$ cat src/shared/atri_pkg.sv
// Shared constants and bus carriers for the asynchronous timer register block.
// Assumes a 32-bit AXI4-Lite master and one 50 MHz system clock.
package atri_pkg;
  localparam int ATRI_ADDR_W = 12;
  localparam int ATRI_PRESC_W = 10;

  // AXI4-Lite carriers
  typedef struct packed {
    logic awvalid;
    logic [ATRI_ADDR_W-1:0] awaddr;
    logic wvalid;
    logic [31:0] wdata;
    logic [3:0] wstrb;
    logic bready;
    logic arvalid;
    logic [ATRI_ADDR_W-1:0] araddr;
    logic rready;
  } atri_axi_req_s;

  typedef struct packed {
    logic awready;
    logic wready;
    logic bvalid;
    logic [1:0] bresp;
    logic arready;
    logic rvalid;
    logic [31:0] rdata;
    logic [1:0] rresp;
  } atri_axi_rsp_s;

  localparam logic [1:0] ATRI_RESP_OKAY = 2'h0;
  localparam logic [1:0] ATRI_RESP_SLVERR = 2'h2;

  // Register indices, byte address is four times the index
  localparam logic [7:0] ATRI_IDX_SYNC_PRESC = 8'h43;
  localparam logic [7:0] ATRI_IDX_ASYNC_STAT = 8'hb6;
  localparam logic [7:0] ATRI_IDX_CTRL_A = 8'hb0;
  localparam logic [7:0] ATRI_IDX_CTRL_B = 8'hb1;
  localparam logic [7:0] ATRI_IDX_COUNT = 8'hb2;
  localparam logic [7:0] ATRI_IDX_CMP_A = 8'hb3;
  localparam logic [7:0] ATRI_IDX_CMP_B = 8'hb4;
  localparam logic [7:0] ATRI_IDX_IRQ_MASK = 8'h70;
  localparam logic [7:0] ATRI_IDX_IRQ_FLAGS = 8'h37;

  // Field positions
  localparam int ATRI_BIT_EXT_CLOCK_IN_ENABLE = 6;
  localparam int ATRI_BIT_ASYNC = 5;
  localparam int ATRI_BIT_TSM = 7;
  localparam int ATRI_BIT_ASYNC_PRESCALER_RESET = 1;
  localparam int ATRI_BIT_SHARED_PRESCALER_RESET = 0;
  localparam int ATRI_BUSY_CNT = 4;
  localparam int ATRI_BUSY_CMPA = 3;
  localparam int ATRI_BUSY_CMPB = 2;
  localparam int ATRI_BUSY_CTLA = 1;
  localparam int ATRI_BUSY_CTLB = 0;
  localparam int ATRI_FLAG_CMPB = 2;
  localparam int ATRI_FLAG_CMPA = 1;
  localparam int ATRI_FLAG_OVF = 0;

  // Reset values and read masks
  localparam logic [7:0] ATRI_RST_BYTE = 8'h00;
  localparam logic [7:0] ATRI_CTLA_RD_MASK = 8'hf3;
  localparam logic [7:0] ATRI_CTLB_RD_MASK = 8'h0f;
  localparam logic [7:0] ATRI_IRQ_BITS = 8'h07;
  localparam logic [7:0] ATRI_BOTTOM = 8'h00;
  localparam logic [7:0] ATRI_MAX = 8'hff;

  // Prescaler tap masks for divide by 8, 32, 64, 128, 256, 1024
  localparam logic [9:0] ATRI_DIV8 = 10'h007;
  localparam logic [9:0] ATRI_DIV32 = 10'h01f;
  localparam logic [9:0] ATRI_DIV64 = 10'h03f;
  localparam logic [9:0] ATRI_DIV128 = 10'h07f;
  localparam logic [9:0] ATRI_DIV256 = 10'h0ff;
  localparam logic [9:0] ATRI_DIV1024 = 10'h3ff;

  typedef enum logic [1:0] {ATRI_NORMAL, ATRI_PHASE, ATRI_CTC, ATRI_FAST} atri_mode_e;
endpackage : atri_pkg

$ cat src/hdl/atri_sync2.sv
// Two-flop level synchroniser.
// Assumes the input may change at any time relative to clk.
`timescale 1ns/1ps
`default_nettype none
module atri_sync2 #(
  parameter int WIDTH = 1
) (
  // Clock and reset
  input wire logic clk,
  input wire logic srst,
  // Level in and out
  input wire logic [WIDTH-1:0] d,
  output logic [WIDTH-1:0] q
);
  logic [WIDTH-1:0] meta_r;

  always_ff @(posedge clk) begin
    if (srst) begin
      meta_r <= '0;
      q <= '0;
    end else begin
      meta_r <= d;
      q <= meta_r;
    end
  end
endmodule : atri_sync2
`default_nettype wire

$ cat src/hdl/atri_timer.sv
// Asynchronous 8-bit timer with temporary storage, busy flags and prescaler control.
// Assumes an AXI4-Lite master on clk; oscillator pin sampled through a synchroniser.
//
// Our own choice: the AXI4-Lite slave port.
`timescale 1ns/1ps
`default_nettype none
// Operation
// - Count write blocks next tick's compare match
// - Two 8-bit compares raise match, drive pins
// - External buffer when ext and async; crystal when async without ext
// - Async select picks oscillator, else system clock
// - Async writes set busy until target loaded
// - Count reads live; compares and controls read temporary storage
// - Request needs mask, global enable and flag
// - Compare B flag set on match, cleared
// - Compare A flag set on match, cleared
// - Overflow flag set on overflow, cleared
// - Phase PWM overflow flag at direction reversal zero
// - Sync mode holds reset bits; clearing releases
// - Async prescaler reset self-clears per mode
// - Shared prescaler reset clears unless sync mode
module atri_timer
  import atri_pkg::*;
(
  // Clock and reset
  input wire logic clk,
  input wire logic srst,
  // Register bus
  input wire atri_axi_req_s axi_req,
  output atri_axi_rsp_s axi_rsp,
  // Oscillator pin and its controls
  input wire logic timer_osc_in_pin,
  output logic ext_clock_in_enable,
  output logic osc_run,
  // Processor side interrupt
  input wire logic cpu_global_irq_en,
  input wire logic [2:0] irq_ack,
  output logic [2:0] irq_req,
  // Waveform and shared prescaler
  output logic wave_out_a,
  output logic wave_out_b,
  output logic shared_prescaler_reset
);
  logic aw_full_r, w_full_r, bvalid_r, rvalid_r, berr_r, rerr_r;
  logic [ATRI_ADDR_W-1:0] waddr_r;
  logic [7:0] wdata_r, rdata_r;
  logic wstrb0_r;
  logic [7:0] cnt_r, cnt_t, ocr_r [2], ocr_t [2], ctla_r, ctla_t, ctlb_r, ctlb_t;
  logic [4:0] busy_r;
  logic ext_clock_in_enable_r, as_r, tsm_r, async_prescaler_reset_r, shared_prescaler_reset_r, up_r, block_r;
  logic [2:0] mask_r, flags_r;
  logic [ATRI_PRESC_W-1:0] presc_r;
  logic osc_s, osc_prev_r;
  logic [1:0] wave_r, force_r;

  // Bus slave decode
  wire aw_fire = axi_req.awvalid & ~aw_full_r;
  wire w_fire = axi_req.wvalid & ~w_full_r;
  wire wr_fire = aw_full_r & w_full_r & ~bvalid_r;
  wire [7:0] wr_idx = waddr_r[9:2];
  wire [7:0] rd_idx = axi_req.araddr[9:2];
  wire wen = wr_fire & wstrb0_r;
  wire wr_hit = (wr_idx == ATRI_IDX_SYNC_PRESC) | (wr_idx == ATRI_IDX_ASYNC_STAT) |
                (wr_idx == ATRI_IDX_CTRL_A) | (wr_idx == ATRI_IDX_CTRL_B) |
                (wr_idx == ATRI_IDX_COUNT) | (wr_idx == ATRI_IDX_CMP_A) |
                (wr_idx == ATRI_IDX_CMP_B) | (wr_idx == ATRI_IDX_IRQ_MASK) |
                (wr_idx == ATRI_IDX_IRQ_FLAGS);
  wire wr_cnt = wen & (wr_idx == ATRI_IDX_COUNT);
  wire wr_cmpa = wen & (wr_idx == ATRI_IDX_CMP_A);
  wire wr_cmpb = wen & (wr_idx == ATRI_IDX_CMP_B);
  wire wr_ctla = wen & (wr_idx == ATRI_IDX_CTRL_A);
  wire wr_ctlb = wen & (wr_idx == ATRI_IDX_CTRL_B);
  wire wr_stat = wen & (wr_idx == ATRI_IDX_ASYNC_STAT);
  wire wr_gtc = wen & (wr_idx == ATRI_IDX_SYNC_PRESC);
  wire wr_mask = wen & (wr_idx == ATRI_IDX_IRQ_MASK);
  wire wr_flags = wen & (wr_idx == ATRI_IDX_IRQ_FLAGS);
  wire ar_fire = axi_req.arvalid & ~rvalid_r;
  wire [4:0] wr_vec = {wr_cnt, wr_cmpa, wr_cmpb, wr_ctla, wr_ctlb};

  // Read mux: compares and controls come from temporary storage
  logic rd_hit;
  logic [7:0] rd_val;
  always_comb begin
    rd_hit = 1'b1;
    case (rd_idx)
      ATRI_IDX_COUNT: rd_val = cnt_r;
      ATRI_IDX_CMP_A: rd_val = ocr_t[0];
      ATRI_IDX_CMP_B: rd_val = ocr_t[1];
      ATRI_IDX_CTRL_A: rd_val = ctla_t & ATRI_CTLA_RD_MASK;
      ATRI_IDX_CTRL_B: rd_val = ctlb_t & ATRI_CTLB_RD_MASK;
      ATRI_IDX_ASYNC_STAT: rd_val = {1'b0, ext_clock_in_enable_r, as_r, busy_r};
      ATRI_IDX_SYNC_PRESC: rd_val = {tsm_r, 5'h00, async_prescaler_reset_r, shared_prescaler_reset_r};
      ATRI_IDX_IRQ_MASK: rd_val = {5'h00, mask_r};
      ATRI_IDX_IRQ_FLAGS: rd_val = {5'h00, flags_r};
      default: begin
        rd_val = ATRI_RST_BYTE;
        rd_hit = 1'b0;
      end
    endcase
  end

  assign axi_rsp = '{awready: ~aw_full_r, wready: ~w_full_r, bvalid: bvalid_r,
                     bresp: berr_r ? ATRI_RESP_SLVERR : ATRI_RESP_OKAY,
                     arready: ~rvalid_r, rvalid: rvalid_r, rdata: {24'h000000, rdata_r},
                     rresp: rerr_r ? ATRI_RESP_SLVERR : ATRI_RESP_OKAY};

  always_ff @(posedge clk) begin
    if (srst) begin
      aw_full_r <= 1'b0;
      w_full_r <= 1'b0;
      bvalid_r <= 1'b0;
      berr_r <= 1'b0;
      rvalid_r <= 1'b0;
      rerr_r <= 1'b0;
      waddr_r <= '0;
      wdata_r <= ATRI_RST_BYTE;
      wstrb0_r <= 1'b0;
      rdata_r <= ATRI_RST_BYTE;
    end else begin
      if (aw_fire) aw_full_r <= 1'b1;
      else if (wr_fire) aw_full_r <= 1'b0;
      if (w_fire) w_full_r <= 1'b1;
      else if (wr_fire) w_full_r <= 1'b0;
      if (aw_fire) waddr_r <= axi_req.awaddr;
      if (w_fire) wdata_r <= axi_req.wdata[7:0];
      if (w_fire) wstrb0_r <= axi_req.wstrb[0];
      if (wr_fire) bvalid_r <= 1'b1;
      else if (axi_req.bready) bvalid_r <= 1'b0;
      if (wr_fire) berr_r <= ~wr_hit;
      if (ar_fire) begin
        rvalid_r <= 1'b1;
        rdata_r <= rd_val;
        rerr_r <= ~rd_hit;
      end else if (axi_req.rready) rvalid_r <= 1'b0;
    end
  end

  // Oscillator edge; first synchroniser flop is private to atri_sync2
  atri_sync2 #(.WIDTH(1)) u_osc_sync (.clk(clk), .srst(srst), .d(timer_osc_in_pin), .q(osc_s));
  wire osc_edge = osc_s & ~osc_prev_r;
  wire base_en = as_r ? osc_edge : 1'b1;
  wire load_en = as_r & osc_edge;
  assign ext_clock_in_enable = ext_clock_in_enable_r & as_r;
  assign osc_run = as_r & ~ext_clock_in_enable_r;

  // Prescaler and clock select
  wire presc_hold = async_prescaler_reset_r;
  logic tick;
  always_comb begin
    case (ctlb_r[2:0])
      3'h1: tick = base_en;
      3'h2: tick = base_en & ((presc_r & ATRI_DIV8) == ATRI_DIV8);
      3'h3: tick = base_en & ((presc_r & ATRI_DIV32) == ATRI_DIV32);
      3'h4: tick = base_en & ((presc_r & ATRI_DIV64) == ATRI_DIV64);
      3'h5: tick = base_en & ((presc_r & ATRI_DIV128) == ATRI_DIV128);
      3'h6: tick = base_en & ((presc_r & ATRI_DIV256) == ATRI_DIV256);
      3'h7: tick = base_en & ((presc_r & ATRI_DIV1024) == ATRI_DIV1024);
      default: tick = 1'b0;
    endcase
    if (presc_hold) tick = 1'b0;
  end
  assign shared_prescaler_reset = shared_prescaler_reset_r;

  // Counting sequence
  atri_mode_e mode;
  assign mode = atri_mode_e'(ctla_r[1:0]);
  wire [7:0] top = ctlb_r[3] ? ocr_r[0] : ATRI_MAX;
  logic [7:0] cnt_nxt;
  logic up_nxt, ovf_ev;
  always_comb begin
    cnt_nxt = cnt_r + 8'h01;
    up_nxt = up_r;
    ovf_ev = 1'b0;
    case (mode)
      ATRI_NORMAL: ovf_ev = (cnt_r == ATRI_MAX);
      ATRI_CTC: begin
        ovf_ev = (cnt_r == ATRI_MAX);
        if (cnt_r == ocr_r[0]) cnt_nxt = ATRI_BOTTOM;
      end
      ATRI_FAST: begin
        ovf_ev = (cnt_r == top);
        if (cnt_r == top) cnt_nxt = ATRI_BOTTOM;
      end
      ATRI_PHASE: begin
        if (up_r && cnt_r == top) begin
          up_nxt = 1'b0;
          cnt_nxt = cnt_r - 8'h01;
        end else if (!up_r && cnt_r == ATRI_BOTTOM) begin
          up_nxt = 1'b1;
          ovf_ev = 1'b1;
        end else if (!up_r) begin
          cnt_nxt = cnt_r - 8'h01;
        end
      end
      default: ovf_ev = 1'b0;
    endcase
  end

  // Per channel compare and waveform
  logic [1:0] match_ev, wave_nxt;
  wire pwm = (mode == ATRI_PHASE) | (mode == ATRI_FAST);
  generate
    for (genvar i = 0; i < 2; i++) begin : g_ch
      wire [1:0] com = i == 0 ? ctla_r[7:6] : ctla_r[5:4];
      assign match_ev[i] = tick & (cnt_r == ocr_r[i]) & ~block_r;
      always_comb begin
        wave_nxt[i] = wave_r[i];
        if (!pwm && (match_ev[i] || force_r[i])) begin
          case (com)
            2'h1: wave_nxt[i] = ~wave_r[i];
            2'h2: wave_nxt[i] = 1'b0;
            2'h3: wave_nxt[i] = 1'b1;
            default: wave_nxt[i] = wave_r[i];
          endcase
        end else if (pwm && com[1]) begin
          if (match_ev[i]) wave_nxt[i] = (mode == ATRI_PHASE) ? (com[0] ^ ~up_r) : com[0];
          else if (mode == ATRI_FAST && tick && cnt_r == top) wave_nxt[i] = ~com[0];
        end
      end
    end
  endgenerate
  assign wave_out_a = wave_r[0];
  assign wave_out_b = wave_r[1];

  // Temporary storage, active registers and busy flags
  wire async_wr = as_r;
  always_ff @(posedge clk) begin
    if (srst) begin
      cnt_r <= ATRI_RST_BYTE;
      cnt_t <= ATRI_RST_BYTE;
      ocr_r <= '{ATRI_RST_BYTE, ATRI_RST_BYTE};
      ocr_t <= '{ATRI_RST_BYTE, ATRI_RST_BYTE};
      ctla_r <= ATRI_RST_BYTE;
      ctla_t <= ATRI_RST_BYTE;
      ctlb_r <= ATRI_RST_BYTE;
      ctlb_t <= ATRI_RST_BYTE;
      busy_r <= 5'h00;
      up_r <= 1'b1;
      block_r <= 1'b0;
      wave_r <= 2'h0;
      force_r <= 2'h0;
      presc_r <= '0;
      osc_prev_r <= 1'b0;
    end else begin
      osc_prev_r <= osc_s;
      presc_r <= presc_hold ? '0 : presc_r + (ATRI_PRESC_W)'(base_en);
      wave_r <= wave_nxt;
      force_r <= 2'h0;
      if (tick) begin
        cnt_r <= cnt_nxt;
        up_r <= up_nxt;
        block_r <= 1'b0;
      end
      if (wr_cnt) cnt_t <= wdata_r;
      if (wr_cmpa) ocr_t[0] <= wdata_r;
      if (wr_cmpb) ocr_t[1] <= wdata_r;
      if (wr_ctla) ctla_t <= wdata_r;
      if (wr_ctlb) ctlb_t <= wdata_r & ATRI_CTLB_RD_MASK;
      if (!async_wr) begin
        if (wr_cnt) cnt_r <= wdata_r;
        if (wr_cnt) block_r <= 1'b1;
        if (wr_cmpa) ocr_r[0] <= wdata_r;
        if (wr_cmpb) ocr_r[1] <= wdata_r;
        if (wr_ctla) ctla_r <= wdata_r;
        if (wr_ctlb) ctlb_r <= wdata_r & ATRI_CTLB_RD_MASK;
        if (wr_ctlb) force_r <= {wdata_r[6], wdata_r[7]};
      end else begin
        if (load_en) begin
          if (busy_r[ATRI_BUSY_CNT]) cnt_r <= cnt_t;
          if (busy_r[ATRI_BUSY_CNT]) block_r <= 1'b1;
          if (busy_r[ATRI_BUSY_CMPA]) ocr_r[0] <= ocr_t[0];
          if (busy_r[ATRI_BUSY_CMPB]) ocr_r[1] <= ocr_t[1];
          if (busy_r[ATRI_BUSY_CTLA]) ctla_r <= ctla_t;
          if (busy_r[ATRI_BUSY_CTLB]) ctlb_r <= ctlb_t;
        end
        // A write landing on the load edge stays busy for the next edge
        busy_r <= (load_en ? 5'h00 : busy_r) | wr_vec;
      end
    end
  end

  // Status, prescaler control, mask and flags
  wire [2:0] flag_set = {match_ev[1], match_ev[0], tick & ovf_ev};
  wire [2:0] flag_clr = (wr_flags ? wdata_r[2:0] : 3'h0) | irq_ack;
  always_ff @(posedge clk) begin
    if (srst) begin
      ext_clock_in_enable_r <= 1'b0;
      as_r <= 1'b0;
      tsm_r <= 1'b0;
      async_prescaler_reset_r <= 1'b0;
      shared_prescaler_reset_r <= 1'b0;
      mask_r <= 3'h0;
      flags_r <= 3'h0;
    end else begin
      if (wr_stat) ext_clock_in_enable_r <= wdata_r[ATRI_BIT_EXT_CLOCK_IN_ENABLE];
      if (wr_stat) as_r <= wdata_r[ATRI_BIT_ASYNC];
      if (wr_mask) mask_r <= wdata_r[2:0];
      flags_r <= (flags_r & ~flag_clr) | flag_set;
      if (wr_gtc) begin
        tsm_r <= wdata_r[ATRI_BIT_TSM];
        async_prescaler_reset_r <= wdata_r[ATRI_BIT_ASYNC_PRESCALER_RESET] & wdata_r[ATRI_BIT_TSM] |
                    wdata_r[ATRI_BIT_ASYNC_PRESCALER_RESET] & as_r;
        shared_prescaler_reset_r <= wdata_r[ATRI_BIT_SHARED_PRESCALER_RESET] & wdata_r[ATRI_BIT_TSM];
        if (wdata_r[ATRI_BIT_SHARED_PRESCALER_RESET] && !wdata_r[ATRI_BIT_TSM]) shared_prescaler_reset_r <= 1'b1;
      end else if (!tsm_r) begin
        shared_prescaler_reset_r <= 1'b0;
        if (!as_r || osc_edge) async_prescaler_reset_r <= 1'b0;
      end
    end
  end
  assign irq_req = mask_r & flags_r & {3{cpu_global_irq_en}};
endmodule : atri_timer
`default_nettype wire

$ cat config.mk
export PLATFORM = sky130hd
export DESIGN_NAME = atri_timer
export DESIGN_NICKNAME = d
export VERILOG_FILES = /design/src/shared/atri_pkg.sv /design/src/hdl/atri_sync2.sv /design/src/hdl/atri_timer.sv
export SDC_FILE = /design/constraint.sdc
export NUM_CORES = 1
export LEC_CHECK = 0
export ABC_AREA = 1
export BUFFER_PORTS_ARGS = -buffer_cell sky130_fd_sc_hd__buf_4
export CAP_MARGIN = 10
export CORE_ASPECT_RATIO = 1.2
export CORE_MARGIN = 5
export CORE_UTILIZATION = 61
export DETAILED_ROUTE_END_ITERATION = 10
export HOLD_SLACK_MARGIN = 0.05
export PLACE_DENSITY = 0.95
export SYNTH_ARGS = -nofsm -noshare
export SYNTH_HDL_FRONTEND = slang
export SYNTH_SLANG_ARGS = --single-unit
$ cat constraint.sdc
create_clock -name clk -period 3.7 [get_ports clk]
set_clock_uncertainty 0.05 [all_clocks]
set_input_delay 0.37 -clock clk [delete_from_list [all_inputs] [get_ports clk]]
set_output_delay 0.37 -clock clk [all_outputs]
set_load 0.01 [all_outputs]
[After elaboration in Yosys (flattened, before gate mapping)]
Cells that the tools add are included.
Storage, ports and cells
  bits of input ports: 72
  logic and storage cells: 273
  bits in writable memories: 0
  latch bits: 0
  bits in registers: 140
  memories kept: 0
  memory bits (read-only): 0
Operators by class
  multiply operators: 0
  $add $sub $neg: 3
  mux-type cells: 70
  bitwise logic cells: 67
  equality and inequality tests: 52
  magnitude comparators: 0
  div/mod/pow operators: 0
  reductions and logical operators: 44
  shifts and indexed selects: 0
Operator list (count)
  $mux W8: 19
  $eq A8 B8 Y1 const B: 14
  $pmux W8 S9: 1
  $mux W1: 35
  $and A1 B1 Y1: 33
  $eq A8 B7 Y1 const B: 4
  $mux W16: 2
  $eq A8 B8 Y1: 3
  $pmux W8 S3: 1
  $reduce_bool A2 Y1: 12
  $reduce_and A3 Y1: 7
  $eq A8 B6 Y1 const B: 2
  $mux W4: 4
  $eq A3 B3 Y1 const B: 5
  $not A1 Y1: 15
  $eq A2 B2 Y1 const B: 6
  $add A10 B1 Y10: 1
  $eq A10 B10 Y1 const B: 1
  $or A1 B1 Y1: 10
  $and A3 B3 Y3: 3
  $logic_and A1 B1 Y1: 9
  $pmux W1 S3: 3
  $reduce_or A9 Y1: 1
  $add A8 B1 Y8 const B: 1
  other kinds (26): 44

[Logic depth before layout (Yosys ltp)]
Gate-level depths: netlist (run 1).
  depth after elaboration: 12
  mapped depth: 16
  mapped depth without buffers: 16

[By module]
Synthesis (run 1) repeated with hierarchy kept, for this count alone.
Unflattened totals
  cell total of the unflattened synthesis: 1073
  area, all modules: 7163.1 um^2
Modules (own cells, without submodules)
  atri_timer: cells each 1067, instances 1, area each 7108.1 um^2
  atri_sync2: cells each 6, instances 1, area each 55.1 um^2

[Worst setup path before layout (run 1)]
Ideal clock, no wire load.
  kind: reg-to-reg
  start: reg cnt_r[0]
  end: reg cnt_r[5]
  clock period less this slack: 1.697 ns
  data required time: 3.522 ns
  slack: 2.003 ns
  buffers on the path: 0
  cell stages (with the launch flop): 12
  arrival time: 1.519 ns
  library setup time: 0.128 ns
  cell sequence: dfxtp_1 > inv_1 > ha_1 > nand2_1 > nor2_1 > nand3_2 > nand2_4 > nand2_1 > nand3_1 > nand3_1 > a21oi_1 > nor2_1
On the way
  cells in the longest elaborated chain, start to end: 9
  elaborated cells between the ends (all ways): 18
  those cells by class: 2 x add/sub; 2 x eq/ne; 11 x mux; 3 x reduce/logical
Ends and longest elaborated chain
  start, declared: line atri_timer.sv:48  | logic [7:0] cnt_r, cnt_t, ocr_r [2], ocr_t [2], ctla_r, ctla_t, ctlb_r, ctlb_t;
  start signal, assigned: line atri_timer.sv:250  | cnt_r <= cnt_nxt;
  start signal, assigned: line atri_timer.sv:260  | if (wr_cnt) cnt_r <= wdata_r;
  start signal, assigned: line atri_timer.sv:269  | if (busy_r[ATRI_BUSY_CNT]) cnt_r <= cnt_t;
  $sub A8 B1 Y8, or another cell as far along: line atri_timer.sv:187, atri_timer.sv:192
  $mux W8 or $logic_and A1 B1 Y1 (tied branches): line atri_timer.sv:191, atri_timer.sv:188
  $mux W8: line atri_timer.sv:188  | end else if (!up_r && cnt_r == ATRI_BOTTOM) begin
  $mux W8: line atri_timer.sv:185  | if (up_r && cnt_r == top) begin
  $pmux W8 S3 *: line atri_timer.sv:174  | case (mode)
  $mux W8 *: line atri_timer.sv:249  | if (tick) begin
  $mux W8: line atri_timer.sv:269
  $mux W8: line atri_timer.sv:268  | if (load_en) begin
  $mux W8 *: line atri_timer.sv:259  | if (!async_wr) begin
Mark *: on every way between the ends. The rest lies on a longest branch, timed or not.
A chain may end at the register's enable or synchronous reset.

[Final worst setup path (run 1)]
  start: reg as_r
  end: reg cnt_r[2]
On the way
  cells in the longest elaborated chain, start to end: 8
  elaborated cells between the ends (all ways): 15
  those cells by class: 8 x mux; 7 x bitwise
Ends and longest elaborated chain
  start, declared: line atri_timer.sv:50  | logic ext_clock_in_enable_r, as_r, tsm_r, async_prescaler_reset_r, shared_prescaler_reset_r, up_r, block_r;
  start signal, assigned: line atri_timer.sv:296  | if (wr_stat) as_r <= wdata_r[ATRI_BIT_ASYNC];
  $mux W1: line atri_timer.sv:141  | wire base_en = as_r ? osc_edge : 1'b1;
  $and A1 B1 Y1, or another cell as far along: line atri_timer.sv:157  | 3'h7: tick = base_en & ((presc_r & ATRI_DIV1024) == ATRI_DIV1024);
  $pmux W1 S7: line atri_timer.sv:150  | case (ctlb_r[2:0])
  $mux W1: line atri_timer.sv:160  | if (presc_hold) tick = 1'b0;
  $mux W8: line atri_timer.sv:249
  $mux W8: line atri_timer.sv:269
  $mux W8: line atri_timer.sv:268
  $mux W8 *: line atri_timer.sv:259
Marks and branches as above.

==> results of run 1 <==
tightest hold or removal path, stage by stage:
cell and delay, ps:
buf_4 80, inv_1 30, nor2_1 70
sequential cells by signal (all words and copies together) (netlist names), 4 cells and up:
signal   cells
ctla_t       6
wdata_r      8
waddr_r      8
cnt_r        8
presc_r     10
ctlb_t       4
ocr_r       16
ctla_r       6
cnt_t        8
busy_r       5
ocr_t       16
ctlb_r       4
rdata_r      8
area by class of cell:
class	instances	area, sq um
fill	855	3400
clock inverter	15	194
sequential	134	2680
timing repair buffer	62	465
multi-input combinational	759	3730
tap	157	196
inverter	142	533
clock buffer	17	425
cells by family (layout without fill, tap and decap cells):
group / count (synthesis) / after routing / share of synthesized area [%]
other: 1 / 26 / 0.0515
flip-flops: 134 / 134 / 36.8
buffers and inverters: 209 / 236 / 13.3
adder cells (fa/ha/maj): 5 / 5 / 0.859
XOR/XNOR: 11 / 11 / 1.32
AO/OA/AOI/OAI: 293 / 293 / 22.0
AND/OR/NAND/NOR: 424 / 424 / 25.7
per-layer routing:
layer,vias to the layer above,GRT usage [%],wire length [microns]
li1,3585,-,-
met1,3421,34.6,7440
met2,487,52.6,10500
met3,148,8.07,2140
met4,0,23.7,1710
met5,-,0,0
path summary, 6_finish.rpt:
path / end / slack, ps / cells past startpoint
worst max register to register: cnt_r[2] / 1190 / 8
worst min register to register: u_osc_sync.q / 370 / 2
worst max-delay path: cnt_r[2] / 1190 / 8
worst min-delay path: u_osc_sync.meta_r / 110 / 3
synthesized netlist by cell type (all sizes together) (2+ instances only):
master / number / area (sq um)
nand2: 234 / 911
inv: 141 / 529
dfxtp: 134 / 2680
o21ai: 131 / 671
a21oi: 110 / 562
nor2: 100 / 390
nand3: 46 / 263
buf: 44 / 343
clkbuf: 22 / 82.6
nor3: 19 / 134
a31oi: 17 / 106
nand4: 15 / 100
o22ai: 11 / 68.8
xor2: 7 / 61.3
ha: 5 / 62.6
nor4: 5 / 37.5
o211ai: 5 / 42.5
a22oi: 4 / 30.0
xnor2: 4 / 35.0
a211o: 3 / 26.3
o31ai: 3 / 22.5
a211oi: 2 / 15.0
o2111ai: 2 / 17.5
or2: 2 / 12.5
power groups by stage:
| stage | Sequential, uW | Combinational, uW | Clock, uW |
|---|---|---|---|
| final | 1500 | 183 | 1760 |
| after detailed placement | 1530 | 176 | 0 |
| after CTS | 1500 | 180 | 1760 |
| after global routing | 1500 | 202 | 1820 |
| after global placement | 1530 | 171 | 0 |
| after floorplan | 1510 | 137 | 0 |
metrics by stage:
step                total power [uW]  instance area (sq um)  instances
detailed placement              1700                   7610       1254
floorplan                       1650                   7380       1102
finish                          3440                   8230       1286
CTS                             3430                   8230       1286
global route                    3520                   8230       1286
global placement                1700                   7610       1254
==> metrics, run 1 <==
vias around 7600; Largest stage delay, worst path 390 ps; Critical Path RT 3940 ps; CTS buffer count 17; sequential group share of total power 43.6%; hold slack about 110 ps; Initial Util 62.7%; antenna violations before repair 0; DIE WIDTH between 100 and 150 microns; Synth Register Bits 134; sequential share of the synthesized area 36.8%; HP Start timer_osc_in_pin; Die H about 130 microns; normalized max-slew margin 40.2%; RSZ-0062 raised after global routing false; Final WS setup between 1000 and 1500 ps; Critical Path Start as_r; commonest non-fill, non-tap cell in the layout nand2_1; fmax ~400 MHz; status finished clean; final WL 21700 microns; Cell Int Power between 2000 and 3000 uW; crit share post-route just under 70%; Cell Pwr Density 418 nW/um^2; Routed Antenna Nets 0; CP Buf/Inv Count 2; Total Nets Final 1193; Primary FF master, synth dfxtp_1; clock slew at reported path FFs 60 ps; Reg-to-Reg Start as_r; power share of the combinational group 5.3%; Synth Instances 1077; Post-synth EDFFs 0; vias in the first global route roughly 7400; Crit. End Element register; post-CTS setup buffer count 0; Tmin final around 2500 ps; Overall Global Routing Usage 31.7%; Yosys cell types 53; average size of a mapped cell about 6.8 sq um; DR WL/cell about 17 microns; n_diodes 0; # DRC 0; DP Worst Slack 1420 ps; sw power approximately 840 uW; placer's final routability congestion estimate 0.988; leakage 0.00348 uW; class of the worst hold path input port to register; Crit path max-delay family simple AND/OR/NAND/NOR gates; PortBufs 59; placeable core area roughly 12000 sq um; max-slew violations 0; first-pass GRT wire length 35400 microns; CTS tree yes; VDD IR max 0.000382 V; final core utilization 70.8%; critical-path cell list buf_4, nand2_1, nor2_2, inv_1, o21ai_0, a22oi_1, a21oi_1, nor2_1; largest net degree at the start of global routing 80; full die area 14200 sq um; Sw Share 24.3%; # setup viols final 0; Final Hold Viols 0; DR pass1 iterations 9; max cap viols 0; Worst Path Arrival 2750 ps; asr flop ratio synth 0%; CTS resizes 0; Layout area overhead 12.9%; share of power burned in the clock network between 50% and 60%; via density per instance approximately 5.9; layout cells sized above 1 12.6%; hold bufs inserted after CTS 0; clk_lat worst skew ~420 ps; Crit Path Category register to register; clock tree sinks 134; crit path max fanout 38; Worst-Margin Slew 889 ps; nature of the critical path startpoint register; CTS H-tree lvls 4; Mapped Area between 7000 and 8000 sq um; Slowest-stage cell, CP buf_4; Top Ports 121; drt initial violations 910; row count 43; Syn. warnings 0; commonest non-fill, non-tap cells in the layout nand2_1 (225), dfxtp_1 (134), inv_1 (127); Max clock buf depth 2; GRT overflow 0; Fin Setup TNS 0 ps; post-DP HPWL 14800 microns; CTS Root Cell clkbuf_16
Power figures use the tool's default switching activity.
==> inputs of run 2 (changes only) <==
Settings changed: CORE_UTILIZATION 61 to 51, PLACE_DENSITY 0.95 to 0.88.
Clock period 3.7 ns to 2.26 ns, I/O delays scaled along.
==> run 2 against run 1 <==
  * Hold slack got worse by 51 ps
  * Sequential power rose by 64%
  * Non-clock buffer count rose by 49
  * Total power rose by 68%
  * Combinational power rose by 88%
  * Count of clock-buffer cells in the layout rose by 1
  * Cell area rose by 5.8%
  * Flip-flop and latch count did not move
  * Critical path depth rose by 3
  * Maximum frequency rose by 21%
  * Final cell count rose by 4.8%
  * Largest cell class unchanged
==> metrics, run 2 (synthesis results as in run 1) <==
commonest non-fill, non-tap cell in the layout nand2_1; VDD IR max between 0.0006 and 0.0007 V; Placed Instances approximately 1300; n_diodes 0; largest net degree at the start of global routing 80; Max clock buf depth 2; leakage 0.00372 uW; Worst-Margin Slew 499 ps; DR pass1 iterations 7; vias 7813; crit path max fanout 8; full die area 16800 sq um; CTS H-tree lvls 4; CTS Root Cell clkbuf_16; M1 GR Usage between 20% and 30%; Die H between 100 and 150 microns; CTS tree yes; final WL 22900 microns; # DRC 0; Fill cells roughly 1100; GRT overflow 0; Crit. End Element register; busiest layer in global routing met2; register area 2680 sq um; # setup viols final 0; clock slew at reported path FFs 60 ps; post-DP HPWL 15800 microns; post-route insts no fill 1348; Fin Setup TNS 0 ps; routing usage on met2 45.1%; HP Start axi_req[25]; Cell Pwr Density 664 nW/um^2; multi-input logic area 3740 sq um; vias in the first global route 7520; grt met3 use 6.05%; Overall Global Routing Usage 27.0%; PortBufs between 50 and 60; clk_lat worst skew about 430 ps; commonest non-fill, non-tap cells in the layout nand2_1 (225), dfxtp_1 (134), inv_1 (127); via density per instance 5.80; RSZ-0062 raised after global routing false; Worst Path Arrival 2370 ps; Final Hold Viols 0; placer's final routability congestion estimate 0.961; Initial Util 52.3%; Tmin final 2080 ps; Top Ports roughly 120; placeable core area 13900 sq um; Layout area overhead 19.4%; Reg-to-Reg Start w_full_r; layout cells sized above 1 14.4%; crit share post-route just over 90%; drt initial violations 877; Routed Antenna Nets 0; CTS buffer count 17; normalized max-slew margin 66.6%; Critical Path Start w_full_r; row count 47; first-pass GRT wire length 36600 microns; largest registers ocr_r x16, ocr_t x16, presc_r x10; DIE WIDTH 119 microns; max-slew violations 0; Critical Path RT 2550 ps; Crit Path Category register to register; fmax approximately 480 MHz; antenna violations before repair 0; clock tree sinks 134; Total Nets Final 1242; post-CTS setup buffer count 0; DR WL/cell 17.0 microns; status finished clean; max cap viols 0; nature of the critical path startpoint register; class of the worst hold path input port to register
==> run 2: changes by cell type in the layout (fill, tap and decap cells not counted), sizes merged <==
cell,before,now
clkinvlp,1,2
dlygate4sd3,0,21
buf,62,90
bufinv,3,4
clkbuf,17,18
clkinv,8,4
==> run 2: layer usage <==
layer / share of wire, % / vias up / wire [microns]
met2: 47 / 497 / 10700
met4: 8.3 / 0 / 1900
met1: 37 / 3495 / 8390
met3: 8.3 / 151 / 1910
li1: - / 3670 / -
met5: 0 / - / 0
==> run 2: final cells by class <==
| type | count | share of cell area, % |
|---|---|---|
| Clock buffer | 18 | 5.05 |
| Timing Repair Buffer | 111 | 10.3 |
| Sequential cell | 134 | 30.8 |
| Inverter | 142 | 6.13 |
| Clock inverter | 13 | 2.26 |
| Tap cell | 171 | 2.46 |
| Multi-Input combinational cell | 759 | 43.0 |
==> run 2: final timing paths <==
check | slack [ps] | endpoint | cells after the start
worst min register to register | 360 | u_osc_sync.q | 2
worst max-delay path | 180 | ctla_r[4] | 11
worst min-delay path | 60 | wdata_r[6] | 3
worst max register to register | 180 | ctla_r[4] | 11
==> run 2: repair_timing <==
| action | 4_1_cts | 5_1_grt |
|---|---|---|
| hold endpoints to repair | 21 | 0 |
| hold buffers | 21 | 0 |
| gates resized for setup | 0 | 1 |
| endpoints found under the setup margin | 0 | 1 |
==> run 2: report_power, final <==
part / internal, uW / switching [uW]
clock: 1890 / 1090
sequential: 2400 / 54.2
combinational: 127 / 216
total: 4420 / 1360
==> run 2: through the flow <==
stage	setup slack, ps	total power, uW	cell area, sq um	util (%)	hold WS, ps
final	180	5780	8700	62.4	59.5
after global routing	17.6	5930	8700	62.4	79.2
after CTS	251	5760	8690	62.4	65.4
after detailed placement	299	2800	7850	56.3	361
after global placement	352	2790	7850	56.3	347
after floorplan	563	2700	7380	-	283
==> run 2: critical path, stage by stage, from the launching register on <==
cell	delay, ps
dfxtp_1	350
inv_2	70
nor3_4	180
nand2_2	170
inv_1	170
nand2_1	130
inv_1	150
nand2_1	60
nand2_1	190
buf_4	190
o21ai_0	90
a31oi_1	190
==> inputs of run 3 (changes only) <==
Settings changed: CORE_MARGIN 5 to 2, RECOVER_POWER from default to 100.
==> run 3 against run 2 <==
  * The run now ends with DRC left
  * Via count down 0.41%
  * Critical path depth down 1
  * Global-route usage up 2.0 points
  * Maximum frequency down 0.87%
  * Clock power down 5%
  * Sequential power about the same
  * Flip-flop and latch count unchanged
  * Die area down 9.1%
  * Routed wire length down 3.3%
  * Setup slack worse by 18 ps
  * First-iteration DRC count down 7.9%
  * Largest power group unchanged
==> metrics, run 3 (synthesis results as in run 1) <==
status complete, but fails checks; violated checks DRC; post-CTS setup buffer count 0; full die area 15300 sq um; Tmin final around 2100 ps; DIE WIDTH 113 microns; commonest non-fill, non-tap cell in the layout nand2_1; nature of the critical path startpoint register; class of the worst hold path input port to register; placeable core area between 10000 and 15000 sq um; largest net degree at the start of global routing 80; CTS H-tree lvls 4; placer's final routability congestion estimate approximately 0.98; post-DP HPWL 15500 microns; Worst Path Arrival roughly 2400 ps; clock tree sinks 134; Max clock buf depth 2; max-slew violations 0; PortBufs 59; CTS buffer count 17; Initial Util 52.5%; Critical Path RT 2560 ps; via density per instance 5.79; layout cells sized above 1 11.3%; Overall Global Routing Usage 28.9%; # setup viols final 0; Crit Path Category register to register; normalized max-slew margin 49.7%; Routed Antenna Nets 0; DR WL/cell 16.5 microns; vias 7781; VDD IR max 0.000560 V; Final Hold Viols 0; Worst-Margin Slew 748 ps; n_diodes 0; fmax 476 MHz; Crit. End Element register; largest registers ocr_r x16, ocr_t x16, presc_r x10; post-route cell area 8500 sq um; RSZ-0062 raised after global routing false; leakage around 0.0036 uW; Die H 135 microns; GRT overflow 0; crit path max fanout 9; # DRC 2; CTS tree yes; vias in the first global route 7168; Cell Pwr Density 660 nW/um^2; Fin Setup TNS 0 ps; crit share post-route 92.9%; first-pass GRT wire length 35100 microns; DR pass1 iterations 10; Layout area overhead 16.7%; final WL 22200 microns; max cap viols 0; clk_lat worst skew 430 ps; Total Nets Final around 1200; clock slew at reported path FFs about 60 ps; commonest non-fill, non-tap cells in the layout nand2_1 (225), dfxtp_1 (134), inv_1 (129); Final Total Pwr 5610 uW; CTS Root Cell clkbuf_16; row count 47; antenna violations before repair 0; placed inst area between 7000 and 8000 sq um; Top Ports approximately 120; drt initial violations 808
## run 3: cell types whose count changed in the layout (fill, tap and decap cells not counted), sizes merged, moves of 2 or more
cell,change
clkinv,+2
inv,-2
clkbuf,+31
dlygate4sd3,-2
buf,-33
## run 3: routing by layer
layer	vias up	global-route usage [%]	part of all wire, %
li1	3673	-	-
met1	3507	32.8	37
met2	461	48.0	47
met3	140	6.10	8.2
met4	0	21.1	7.8
met5	-	0	0
## run 3: power breakdown
group          switching (uW)  internal [uW]  total (uW)
combinational             208            116         324
clock                    1090           1740        2840
sequential               50.6           2400        2450
total                    1350           4260        5610
## run 3: cell type report
type | count | area, sq um
clock inverter | 13 | 174
inverter | 142 | 533
timing repair buffer | 107 | 759
sequential | 134 | 2680
tap | 171 | 214
fill | 1190 | 5380
clock buffer | 18 | 429
multi-input combinational | 759 | 3710
## run 3: metrics by stage
| stage | hold slack [ps] | setup slack [ps] | util, % | std cells |
|---|---|---|---|---|
| 2_1_floorplan | 283 | 563 | - | 1102 |
| 6_report | 59.4 | 161 | 61.3 | 1344 |
| 3_3_place_gp | 345 | 302 | 56.4 | 1294 |
| 4_1_cts | 52.8 | 233 | 62.1 | 1344 |
| 3_5_place_dp | 349 | 275 | 56.4 | 1294 |
| 5_1_grt | 69.1 | 11.2 | 61.3 | 1344 |
## run 3: worst paths after layout
kind / startpoint / slack [ps] / to / cells past startpoint
hold / removal: axi_req[25] / 60 / wdata_r[6] / 3
hold reg to reg: u_osc_sync.meta_r / 360 / u_osc_sync.q / 2
setup reg to reg: waddr_r[7] / 160 / cnt_r[6] / 10
setup / recovery: waddr_r[7] / 160 / cnt_r[6] / 10
## run 3: repair_timing
item                                   CTS  global route
gates resized for setup                  0             1
setup endpoints to repair                0             1
hold buffers                            19             0
endpoints found under the hold margin   19             0
## run 3: worst max-delay path, stage by stage (launching register included)
cell and delay [ps]:
dfxtp_1 350, nand2_1 130, clkinv_1 80, nand3_2 110
nor2_1 160, clkinv_1 140, nor3_4 450, nand2_1 170
o21ai_1 160, inv_1 80, a21oi_1 140
